===== config.mk =====
export PLATFORM = sky130hd
export DESIGN_NAME = ssm_top
export DESIGN_NICKNAME = d
export VERILOG_FILES = /design/src/common/ssm_pkg.sv /design/src/common/ssm_cur_if.sv /design/src/rtl/ssm_top.sv /design/src/rtl/ssm_offset.sv
export VERILOG_INCLUDE_DIRS = /design/src /design/src/common
export SDC_FILE = /design/constraint.sdc
export NUM_CORES = 1
export LEC_CHECK = 0
export ABC_CLOCK_PERIOD_IN_PS = 5700
export BUFFER_PORTS_ARGS = -buffer_cell sky130_fd_sc_hd__clkbuf_2
export CORE_ASPECT_RATIO = 0.5
export CORE_MARGIN = 5
export CORE_UTILIZATION = 45
export CTS_CLUSTER_SIZE = 30
export DETAILED_ROUTE_END_ITERATION = 16
export HOLD_SLACK_MARGIN = 0.15
export PLACE_DENSITY = 0.66
export SKIP_CTS_REPAIR_TIMING = 1
export SYNTH_ARGS = -nofsm -noshare
export SYNTH_HDL_FRONTEND = slang
export SYNTH_HIERARCHICAL = 1
export SYNTH_SLANG_ARGS = --single-unit

===== constraint.sdc =====
create_clock -name pclk -period 5.7 [get_ports pclk]
set_clock_uncertainty 0.05 [all_clocks]
set_input_delay 0.855 -clock pclk [delete_from_list [all_inputs] [get_ports pclk]]
set_output_delay 0.855 -clock pclk [all_outputs]
set_load 0.05 [all_outputs]

===== src/common/ssm_regs.svh =====
// register indices, reset values, ranges and timing constants of the stop, mask and
// commutation parameter bank; assumes word registers at byte address four times the index
`ifndef SSM_REGS_SVH
`define SSM_REGS_SVH

// register indices (byte address = index * 4)
`define SSM_IDX_DB_MODE 14'h2012
`define SSM_IDX_STOP_METHOD 14'h2013
`define SSM_IDX_WARN_MASK 14'h2014
`define SSM_IDX_OFS_U 14'h2015
`define SSM_IDX_OFS_V 14'h2016
`define SSM_IDX_OFS_W 14'h2017
`define SSM_IDX_POLE_PITCH 14'h2018
`define SSM_IDX_SCALE_SIZE 14'h2019
`define SSM_IDX_ANGLE_METHOD 14'h201A
`define SSM_IDX_ANGLE_CURRENT 14'h201B
`define SSM_IDX_ANGLE_DURATION 14'h201C
`define SSM_IDX_IRQ_STATUS 14'h2030
`define SSM_IDX_IRQ_CLEAR 14'h2031
`define SSM_IDX_IRQ_ENABLE 14'h2032

// power-up values
`define SSM_RST_DB_MODE 16'h0000
`define SSM_RST_STOP_METHOD 16'h0001
`define SSM_RST_WARN_MASK 16'h0000
`define SSM_RST_OFS 16'h0000
`define SSM_RST_POLE_PITCH 16'h0960
`define SSM_RST_SCALE_SIZE 16'h03E8
`define SSM_RST_ANGLE_METHOD 16'h0000
`define SSM_RST_ANGLE_CURRENT 16'h01F4
`define SSM_RST_ANGLE_DURATION 16'h03E8

// accepted ranges
`define SSM_MAX_DB_MODE 16'h0003
`define SSM_MAX_STOP_METHOD 16'h0001
`define SSM_OFS_LIMIT 16'sh03E8
`define SSM_MAX_ANGLE_METHOD 16'h0002
`define SSM_MAX_ANGLE_CURRENT 16'h03E8
`define SSM_MIN_ANGLE_DURATION 16'h01F4
`define SSM_MAX_ANGLE_DURATION 16'h1388

// timing
`define SSM_CLK_HZ 10000000
`define SSM_MS_PER_S 1000

// interrupt status layout
`define SSM_IRQ_W 11
`define SSM_IRQ_ALARM 8
`define SSM_IRQ_STOP 9
`define SSM_IRQ_COMM_DONE 10

`endif


===== src/common/ssm_pkg.sv =====
// types shared by the parameter bank and its current offset stage
// assumes the constants header is included by the modules that need numbers
package ssm_pkg;

	typedef enum logic [1:0] {
		SSM_RUN = 2'b00,
		SSM_BRAKE = 2'b01,
		SSM_DECEL = 2'b10,
		SSM_HALTED = 2'b11
	} ssm_stop_t;

	typedef enum logic [1:0] {
		SSM_DB_HOLD_BRAKED = 2'b00,
		SSM_DB_FREE_BRAKED = 2'b01,
		SSM_DB_FREE_COAST = 2'b10,
		SSM_DB_HOLD_COAST = 2'b11
	} ssm_db_mode_t;

	typedef logic signed [15:0] ssm_cur_t;

endpackage


===== src/common/ssm_cur_if.sv =====
// bundle between the parameter bank and its per-phase offset stage
// assumes both ends run on the same clock
`timescale 1ns/100ps
`default_nettype none

interface ssm_cur_if;
	ssm_pkg::ssm_cur_t meas_u;
	ssm_pkg::ssm_cur_t meas_v;
	ssm_pkg::ssm_cur_t meas_w;
	ssm_pkg::ssm_cur_t ofs_u;
	ssm_pkg::ssm_cur_t ofs_v;
	ssm_pkg::ssm_cur_t ofs_w;
	logic w_ignore;
	ssm_pkg::ssm_cur_t ctrl_u;
	ssm_pkg::ssm_cur_t ctrl_v;
	ssm_pkg::ssm_cur_t ctrl_w;

	modport bank (output meas_u, meas_v, meas_w, ofs_u, ofs_v, ofs_w, w_ignore,
		input ctrl_u, ctrl_v, ctrl_w);
	modport calc (input meas_u, meas_v, meas_w, ofs_u, ofs_v, ofs_w, w_ignore,
		output ctrl_u, ctrl_v, ctrl_w);
endinterface

`default_nettype wire


===== src/rtl/ssm_top.sv =====
// stop method, warning mask, current offset and commutation parameter bank of a servo drive
// assumes an apb master on pclk and drive inputs synchronous to pclk
//
// Overview of operation
// - travel limit or emergency stop input starts the stop; method accepts 0 or 1
// - method zero stops according to the dynamic brake control mode
// - method zero holds torque command at zero, with dynamic brake while stopping only in brake modes 0 and 1
// - method one decelerates to standstill using the emergency stop torque limit
// - torque control mode never uses the torque-limited deceleration stop
// - a set warning mask bit keeps that warning from being raised
// - mask bits 0-3: phase loss, battery low, soft limit, brake overcurrent
// - mask bits 4-7: overload, motor mismatch, undervoltage, emergency input
// - mask bit 14 suppresses the index loss alarm
// - each phase subtracts its signed offset, 0.1% steps, -1000 to 1000
// - small or medium drives ignore the w phase offset
// - offset tuning results become readable in the offset registers
// - pole pitch in 0.01 mm equals one electrical revolution
// - scale resolution is nanometres per count, 1000 for one micrometre
// - method 0 none or hall, 1 at first servo on, 2 reserved
// - commutation current in 0.1% steps, initial value 500
// - commutation time in milliseconds sets the commutation duration
// - brake mode 0-3: hold/release after braked stop, release/hold after coast
`timescale 1ns/100ps
`default_nettype none
`include "ssm_regs.svh"

module ssm_top #(
	parameter int TICKS_PER_MS = `SSM_CLK_HZ / `SSM_MS_PER_S
) (
	input wire logic pclk,
	input wire logic presetn,
	input wire logic psel,
	input wire logic penable,
	input wire logic pwrite,
	input wire logic [15:0] paddr,
	input wire logic [31:0] pwdata,
	output logic [31:0] prdata,
	output logic pready,
	output logic pslverr,
	output logic irq,
	input wire logic positive_travel_limit_input,
	input wire logic negative_travel_limit_input,
	input wire logic emergency_stop_input,
	input wire logic torque_mode,
	input wire logic motor_standstill,
	input wire logic servo_on,
	input wire logic large_drive,
	input wire logic [7:0] warning_raw,
	input wire logic index_loss_alarm_raw,
	input wire logic tune_valid,
	input wire logic [15:0] tune_u,
	input wire logic [15:0] tune_v,
	input wire logic [15:0] tune_w,
	input wire logic [15:0] meas_u,
	input wire logic [15:0] meas_v,
	input wire logic [15:0] meas_w,
	output logic [15:0] ctrl_u,
	output logic [15:0] ctrl_v,
	output logic [15:0] ctrl_w,
	output logic stop_active,
	output logic dynamic_brake,
	output logic torque_zero,
	output logic decel_stop,
	output logic [7:0] warning_out,
	output logic index_loss_alarm,
	output logic [15:0] pole_pitch,
	output logic [15:0] scale_size,
	output logic angle_on_first_servo,
	output logic angle_active,
	output logic [15:0] angle_current
);

	localparam int TW = $clog2(TICKS_PER_MS + 1);

	typedef struct packed {
		logic [15:0] db_mode;
		logic [15:0] stop_method;
		logic [15:0] wmask;
		logic [15:0] ofs_u;
		logic [15:0] ofs_v;
		logic [15:0] ofs_w;
		logic [15:0] pole_w;
		logic [15:0] scale_w;
		logic [15:0] meth_w;
		logic [15:0] ang_cur;
		logic [15:0] ang_time;
		logic [15:0] pole_a;
		logic [15:0] scale_a;
		logic [15:0] meth_a;
		logic boot;
		ssm_pkg::ssm_stop_t stop;
		logic [TW-1:0] tick;
		logic [15:0] ms;
		logic ang_act;
		logic ang_used;
		logic ang_first;
		logic servo_d;
		logic [`SSM_IRQ_W-1:0] ists;
		logic [`SSM_IRQ_W-1:0] ien;
		logic [7:0] warn;
		logic alarm;
		logic dbrake;
		logic tzero;
		logic decel;
		logic stopping;
		logic pready;
		logic pslverr;
		logic [31:0] prdata;
		logic irq;
	} ssm_state_t;

	ssm_state_t s_q;
	ssm_state_t s_d;
	ssm_cur_if cur ();

	// ========================================================================
	// helpers
	// ========================================================================
	function automatic logic ofs_ok(input logic [15:0] v);
		ofs_ok = ($signed(v) <= `SSM_OFS_LIMIT) && ($signed(v) >= -`SSM_OFS_LIMIT);
	endfunction

	function automatic logic [31:0] widen(input logic [15:0] v);
		widen = {16'h0000, v};
	endfunction

	// hold after the stop for modes that keep the brake closed
	function automatic logic db_hold(input logic [15:0] m);
		db_hold = (m[1:0] == ssm_pkg::SSM_DB_HOLD_BRAKED) || (m[1:0] == ssm_pkg::SSM_DB_HOLD_COAST);
	endfunction

	// ========================================================================
	// next state
	// ========================================================================
	logic [13:0] idx;
	logic setup;
	logic wr;
	logic hit;
	logic [31:0] rd;
	logic trig;
	logic [7:0] warn_n;
	logic alarm_n;
	logic [`SSM_IRQ_W-1:0] ev;
	logic comm_done;

	always_comb
	begin
		s_d = s_q;
		idx = paddr[15:2];
		setup = psel && !penable;
		wr = psel && penable && s_q.pready && pwrite && !s_q.pslverr;
		hit = 1'b1;
		rd = 32'h0000_0000;
		comm_done = 1'b0;

		// geometry and method follow the written values until the first servo on
		// after reset, then stay frozen so a running axis never changes geometry
		s_d.boot = s_q.boot || (servo_on && !s_q.servo_d);
		if (!s_q.boot)
		begin
			s_d.pole_a = s_q.pole_w;
			s_d.scale_a = s_q.scale_w;
			s_d.meth_a = s_q.meth_w;
		end
		s_d.ang_first = (s_d.meth_a == 16'h0001);

		// read decode
		case (idx)
			`SSM_IDX_DB_MODE: rd = widen(s_q.db_mode);
			`SSM_IDX_STOP_METHOD: rd = widen(s_q.stop_method);
			`SSM_IDX_WARN_MASK: rd = widen(s_q.wmask);
			`SSM_IDX_OFS_U: rd = widen(s_q.ofs_u);
			`SSM_IDX_OFS_V: rd = widen(s_q.ofs_v);
			`SSM_IDX_OFS_W: rd = widen(s_q.ofs_w);
			`SSM_IDX_POLE_PITCH: rd = widen(s_q.pole_w);
			`SSM_IDX_SCALE_SIZE: rd = widen(s_q.scale_w);
			`SSM_IDX_ANGLE_METHOD: rd = widen(s_q.meth_w);
			`SSM_IDX_ANGLE_CURRENT: rd = widen(s_q.ang_cur);
			`SSM_IDX_ANGLE_DURATION: rd = widen(s_q.ang_time);
			`SSM_IDX_IRQ_STATUS: rd = {21'h000000, s_q.ists};
			`SSM_IDX_IRQ_CLEAR: rd = 32'h0000_0000;
			`SSM_IDX_IRQ_ENABLE: rd = {21'h000000, s_q.ien};
			default: hit = 1'b0;
		endcase

		// apb: one wait-free access phase after every setup
		s_d.pready = setup;
		if (setup)
		begin
			s_d.prdata = pwrite ? 32'h0000_0000 : rd;
			s_d.pslverr = !hit;
		end

		// register writes; out-of-range values are dropped
		if (wr)
		begin
			case (idx)
				`SSM_IDX_DB_MODE:
					if (pwdata[15:0] <= `SSM_MAX_DB_MODE)
						s_d.db_mode = pwdata[15:0];
				`SSM_IDX_STOP_METHOD:
					if (pwdata[15:0] <= `SSM_MAX_STOP_METHOD)
						s_d.stop_method = pwdata[15:0];
				`SSM_IDX_WARN_MASK: s_d.wmask = pwdata[15:0];
				`SSM_IDX_OFS_U:
					if (ofs_ok(pwdata[15:0]))
						s_d.ofs_u = pwdata[15:0];
				`SSM_IDX_OFS_V:
					if (ofs_ok(pwdata[15:0]))
						s_d.ofs_v = pwdata[15:0];
				`SSM_IDX_OFS_W:
					if (ofs_ok(pwdata[15:0]))
						s_d.ofs_w = pwdata[15:0];
				`SSM_IDX_POLE_PITCH:
					if (pwdata[15:0] != 16'h0000)
						s_d.pole_w = pwdata[15:0];
				`SSM_IDX_SCALE_SIZE:
					if (pwdata[15:0] != 16'h0000)
						s_d.scale_w = pwdata[15:0];
				`SSM_IDX_ANGLE_METHOD:
					if (pwdata[15:0] <= `SSM_MAX_ANGLE_METHOD)
						s_d.meth_w = pwdata[15:0];
				`SSM_IDX_ANGLE_CURRENT:
					if (pwdata[15:0] <= `SSM_MAX_ANGLE_CURRENT)
						s_d.ang_cur = pwdata[15:0];
				`SSM_IDX_ANGLE_DURATION:
					if (pwdata[15:0] >= `SSM_MIN_ANGLE_DURATION
						&& pwdata[15:0] <= `SSM_MAX_ANGLE_DURATION)
						s_d.ang_time = pwdata[15:0];
				`SSM_IDX_IRQ_CLEAR: s_d.ists = s_q.ists & ~pwdata[`SSM_IRQ_W-1:0];
				`SSM_IDX_IRQ_ENABLE: s_d.ien = pwdata[`SSM_IRQ_W-1:0];
				default: s_d.ien = s_q.ien;
			endcase
		end

		// tuned offsets overwrite the manual ones
		if (tune_valid)
		begin
			s_d.ofs_u = tune_u;
			s_d.ofs_v = tune_v;
			s_d.ofs_w = tune_w;
		end

		// warning and alarm masking
		warn_n = warning_raw & ~s_q.wmask[7:0];
		alarm_n = index_loss_alarm_raw && !s_q.wmask[14];
		s_d.warn = warn_n;
		s_d.alarm = alarm_n;

		// emergency stop sequence
		trig = positive_travel_limit_input || negative_travel_limit_input
			|| emergency_stop_input;
		case (s_q.stop)
			ssm_pkg::SSM_RUN:
				if (trig)
				begin
					if (s_q.stop_method[0] && !torque_mode)
						s_d.stop = ssm_pkg::SSM_DECEL;
					else
						s_d.stop = ssm_pkg::SSM_BRAKE;
				end
			ssm_pkg::SSM_BRAKE,
			ssm_pkg::SSM_DECEL:
				if (motor_standstill)
					s_d.stop = ssm_pkg::SSM_HALTED;
			ssm_pkg::SSM_HALTED:
				if (!trig)
					s_d.stop = ssm_pkg::SSM_RUN;
			default: s_d.stop = ssm_pkg::SSM_RUN;
		endcase

		s_d.stopping = (s_d.stop != ssm_pkg::SSM_RUN);
		s_d.decel = (s_d.stop == ssm_pkg::SSM_DECEL);
		s_d.tzero = (s_d.stop == ssm_pkg::SSM_BRAKE) || (s_d.stop == ssm_pkg::SSM_HALTED);
		case (s_d.stop)
			// coast modes let the motor run free while it stops
			ssm_pkg::SSM_BRAKE: s_d.dbrake = !s_q.db_mode[1];
			ssm_pkg::SSM_HALTED: s_d.dbrake = db_hold(s_q.db_mode);
			default: s_d.dbrake = 1'b0;
		endcase

		// initial-angle commutation at the first servo on
		s_d.servo_d = servo_on;
		if (s_q.ang_act)
		begin
			if (s_q.tick == TW'(TICKS_PER_MS - 1))
			begin
				s_d.tick = '0;
				s_d.ms = s_q.ms + 16'h0001;
				if (s_q.ms + 16'h0001 >= s_q.ang_time)
				begin
					s_d.ang_act = 1'b0;
					comm_done = 1'b1;
				end
			end
			else
				s_d.tick = s_q.tick + TW'(1);
		end
		else if (servo_on && !s_q.servo_d && !s_q.ang_used
			&& s_q.meth_a == 16'h0001)
		begin
			s_d.ang_act = 1'b1;
			s_d.ang_used = 1'b1;
			s_d.tick = '0;
			s_d.ms = 16'h0000;
		end

		// interrupt events; a new event wins over a clear in the same cycle
		ev = '0;
		ev[7:0] = warn_n & ~s_q.warn;
		ev[`SSM_IRQ_ALARM] = alarm_n && !s_q.alarm;
		ev[`SSM_IRQ_STOP] = (s_q.stop == ssm_pkg::SSM_RUN) && (s_d.stop != ssm_pkg::SSM_RUN);
		ev[`SSM_IRQ_COMM_DONE] = comm_done;
		s_d.ists = s_d.ists | ev;
		s_d.irq = |(s_d.ists & s_d.ien);
	end

	// ========================================================================
	// state register
	// ========================================================================
	always_ff @(posedge pclk or negedge presetn)
	begin
		if (!presetn)
		begin
			s_q <= '0;
			s_q.db_mode <= `SSM_RST_DB_MODE;
			s_q.stop_method <= `SSM_RST_STOP_METHOD;
			s_q.wmask <= `SSM_RST_WARN_MASK;
			s_q.ofs_u <= `SSM_RST_OFS;
			s_q.ofs_v <= `SSM_RST_OFS;
			s_q.ofs_w <= `SSM_RST_OFS;
			s_q.pole_w <= `SSM_RST_POLE_PITCH;
			s_q.scale_w <= `SSM_RST_SCALE_SIZE;
			s_q.meth_w <= `SSM_RST_ANGLE_METHOD;
			s_q.ang_cur <= `SSM_RST_ANGLE_CURRENT;
			s_q.ang_time <= `SSM_RST_ANGLE_DURATION;
			s_q.pole_a <= `SSM_RST_POLE_PITCH;
			s_q.scale_a <= `SSM_RST_SCALE_SIZE;
			s_q.meth_a <= `SSM_RST_ANGLE_METHOD;
			s_q.stop <= ssm_pkg::SSM_RUN;
		end
		else
			s_q <= s_d;
	end

	// ========================================================================
	// current offset stage
	// ========================================================================
	assign cur.meas_u = meas_u;
	assign cur.meas_v = meas_v;
	assign cur.meas_w = meas_w;
	assign cur.ofs_u = s_q.ofs_u;
	assign cur.ofs_v = s_q.ofs_v;
	assign cur.ofs_w = s_q.ofs_w;
	assign cur.w_ignore = !large_drive;

	ssm_offset u_offset (
		.pclk(pclk),
		.presetn(presetn),
		.cur(cur)
	);

	// ========================================================================
	// outputs
	// ========================================================================
	assign prdata = s_q.prdata;
	assign pready = s_q.pready;
	assign pslverr = s_q.pslverr;
	assign irq = s_q.irq;
	assign ctrl_u = cur.ctrl_u;
	assign ctrl_v = cur.ctrl_v;
	assign ctrl_w = cur.ctrl_w;
	assign stop_active = s_q.stopping;
	assign dynamic_brake = s_q.dbrake;
	assign torque_zero = s_q.tzero;
	assign decel_stop = s_q.decel;
	assign warning_out = s_q.warn;
	assign index_loss_alarm = s_q.alarm;
	assign pole_pitch = s_q.pole_a;
	assign scale_size = s_q.scale_a;
	assign angle_on_first_servo = s_q.ang_first;
	assign angle_active = s_q.ang_act;
	assign angle_current = s_q.ang_cur;

endmodule

`default_nettype wire


===== src/rtl/ssm_offset.sv =====
// per-phase current offset stage: registered, saturating subtraction
// assumes offsets already lie inside the accepted range
`timescale 1ns/100ps
`default_nettype none

module ssm_offset (
	input wire logic pclk,
	input wire logic presetn,
	ssm_cur_if.calc cur
);

	typedef struct packed {
		ssm_pkg::ssm_cur_t u;
		ssm_pkg::ssm_cur_t v;
		ssm_pkg::ssm_cur_t w;
	} ssm_ofs_state_t;

	ssm_ofs_state_t s_q;
	ssm_ofs_state_t s_d;

	// difference clipped to the 16-bit signed range
	function automatic ssm_pkg::ssm_cur_t sub_sat(input ssm_pkg::ssm_cur_t a,
		input ssm_pkg::ssm_cur_t b);
		logic signed [16:0] diff;
		diff = 17'(a) - 17'(b);
		if (diff > 17'sh07FFF)
			sub_sat = 16'sh7FFF;
		else if (diff < -17'sh08000)
			sub_sat = 16'sh8000;
		else
			sub_sat = diff[15:0];
	endfunction

	always_comb
	begin
		s_d = s_q;
		s_d.u = sub_sat(cur.meas_u, cur.ofs_u);
		s_d.v = sub_sat(cur.meas_v, cur.ofs_v);
		// small drives do not measure the w phase on its own
		s_d.w = cur.w_ignore ? cur.meas_w : sub_sat(cur.meas_w, cur.ofs_w);
	end

	always_ff @(posedge pclk or negedge presetn)
	begin
		if (!presetn)
			s_q <= '0;
		else
			s_q <= s_d;
	end

	assign cur.ctrl_u = s_q.u;
	assign cur.ctrl_v = s_q.v;
	assign cur.ctrl_w = s_q.w;

endmodule

`default_nettype wire


==> summary.txt <==
CTS
  – Worst-Skew Late Latency: 0.55 ns
  – Clock Pin Slew Worst Setup and Hold Paths: approximately 0.06 ns
  – Num Clock Sinks: 363
  – Clk root buf: clkbuf_16
  – H-tree lvl count: 2
  – TritonCTS Buffers: 36
  – CTS Buffer Depth: 3
  – CTS tree: done

Setup path
  – Crit-path max FO: 5
  – Worst setup SP type: flop
  – Crit path launch: s_q[74]
  – Critical Path End Type: flop
  – FF-to-FF Start: s_q[74]
  – Crit Path Class: reg2reg
  – CP Data Arrival Time: 4.16 ns
  – Req. time, crit path: 6.05 ns

Synth
  – Distinct cells, synth: 100
  – Warnings from Yosys: 6
  – Post-synth top area share: 0.418
  – Count leader, synth: dfrtp_1
  – Mean Syn Cell Area: between 10 and 15 um2
  – Mapped cell area: 0.0198 mm2
  – Synth top area cells: dfrtp_1, mux2_2, dfstp_2, ha_1, buf_4
  – Synth Flop Type: dfrtp_1
  – Ys async rst share: 1.00
  – Most instantiated cells after synthesis: dfrtp_1, nand2_1, mux2_2, o21ai_0, inv_1
  – Sequential share of the synthesized area: 0.462
  – Leading area contributor after synthesis: dfrtp_1
  – #FFs+latches synth: about 360
  – Number of synthesized flops with an enable pin: 0
  – Mapped Cells: between 1500 and 2000

STA
  – Post-route minimum period: between 3 and 4 ns
  – Fmax: 262 MHz
  – Final setup viols: 0
  – Setup Total Neg Slack: 0 ns
  – Relative slew slack: 0.248
  – Fin crit share: 0.669
  – RSZ-0062 raised after global routing: no
  – Final hold violation count: 0
  – Final Max Slew Viols: 0
  – Slew @ Worst Pin: 1.13 ns

Finish
  – Synth-to-layout area growth: 12.6%
  – Nets: 2294
  – Layout cells sized above 1: 0.272

Floorplanning
  – Core area: approximately 0.044 mm2
  – Row cnt: 54
  – Chip Height: around 160 um
  – Die Width: 306 um
  – Initial Utilization: 0.454
  – IO Count: 312
  – Die Area: 0.0485 mm2

Power
  – Leakage: 10.4 nW
  – Overall power: between 6 and 7 mW
  – Pwr Density: between 300 and 400 mW/mm2
  – Worst vdd ir: 0.217 mV

Route
  – Initial DRC count: 1606
  – DR vias/cell: 5.75
  – DRT Wirelength: 59600 um
  – Number of remaining DRC errors: 0
  – Wire per inst: 22.3 um
  – Post-route ant nets: 0
  – DR vias: 15400
  – First-pass detailed-route iteration total: 6

Job
  – MaxCap Viol Count: 0

Placed design
  – RePlAce Congestion: 0.917
  – I/O Buffers: 277
  – Hpwl dp: 43600 um

GRT
  – Global-route wire length before repair: between 90000 and 100000 um
  – Gr usage total: 0.240
  – Vias in the first global route: 14900
  – Initial antenna violation count: 6
  – Pin count of the biggest net entering global routing: about 130
  – Total grt overflow: 0

Hold path
  – Worst hold path type: in2async

Outcome
  – Outcome: finished clean
==> per-stage QoR <==
step                      worst slack [ns]   util  hold slack [ns]  std cells  cell area, um2
after floorplan                       2.77      -            0.379       1900           19800
after global placement                1.89  0.484            0.407       2607           21100
after detailed placement              1.88  0.484            0.410       2607           21100
after CTS                             1.86  0.511            0.337       2671           22200
after global routing                  1.63  0.511            0.358       2676           22200
final                                 1.89  0.511            0.323       2676           22200
==> flip-flops by register name (all words and copies together) (netlist names), 8 cells and up <==
signal	cells
u_offset/cur.ctrl_w	16
s_q	185
cur.ofs_w	16
cur.ofs_v	16
angle_current	16
prdata	16
warning_out	8
scale_size	16
u_offset/cur.ctrl_u	16
u_offset/cur.ctrl_v	16
cur.ofs_u	16
pole_pitch	16
==> layer usage <==
metal | track usage | vias up | routed length [um]
li1 | - | 7064 | -
met1 | 0.328 | 7625 | 25300
met2 | 0.394 | 593 | 28200
met3 | 0.0463 | 103 | 4520
met4 | 0.0741 | 0 | 1570
met5 | 0 | - | 0
==> cell usage in the layout (no fill, tap or decap), types with 43 or more instances in the layout <==
cell type,n
a21oi_1,59
clkbuf_2,275
dfrtp_1,329
ha_1,68
inv_1,96
mux2_2,116
mux2i_1,43
nand2_1,163
nor2_1,63
nor2b_1,52
o21ai_0,97
==> final timing paths <==
kind	endpoint	slack, ns	cells past startpoint
setup / recovery	irq	1.89	13
hold / removal	scale_size[1]	0.32	1
setup reg to reg	irq	1.89	13
hold reg to reg	s_q[106]	0.42	1
max in group asynchronous	u_offset/cur.ctrl_v[15]	4.00	2
min in group pclk	s_q[70]	0.38	1
==> worst max-delay path, stage by stage, from the launching register on <==
cell	delay, ns
dfrtp_1	0.44
ha_1	0.25
nand3_1	0.16
nor2_1	0.27
and3_1	0.31
nand3_1	0.12
xnor2_1	0.26
ha_1	0.30
nand4_1	0.10
nor2_1	0.08
a2111oi_0	0.89
o211ai_1	0.18
nand3_1	0.16
nand4_1	0.11
==> power breakdown <==
group	switching [mW]	internal, mW	total [mW]
clock	1.04	1.35	2.39
sequential	0.0961	2.73	2.83
combinational	1.10	0.459	1.56
==> cell families after synthesis <==
logic type | count (synthesis) | share of synthesized area
fa+ha+maj | 81 | 0.0513
compound gates | 456 | 0.164
mux | 161 | 0.0890
xor+xnor | 43 | 0.0194
other cells | 1 | 0.000190
simple gates | 506 | 0.142
flops | 363 | 0.462
buf+inv | 274 | 0.0724
==> final cells by class <==
type                            instances  area (um2)
Clock buffer                           52        1020
Multi-Input combinational cell       1263        9290
Sequential cell                       363        9130
Tap cell                              588         736
Antenna cell                            5        12.5
Timing Repair Buffer                  296        1560
Clock inverter                         12         136
Fill cell                            3955       21300
Inverter                               97         364
Note: power is estimated with default switching activity, not from simulation.
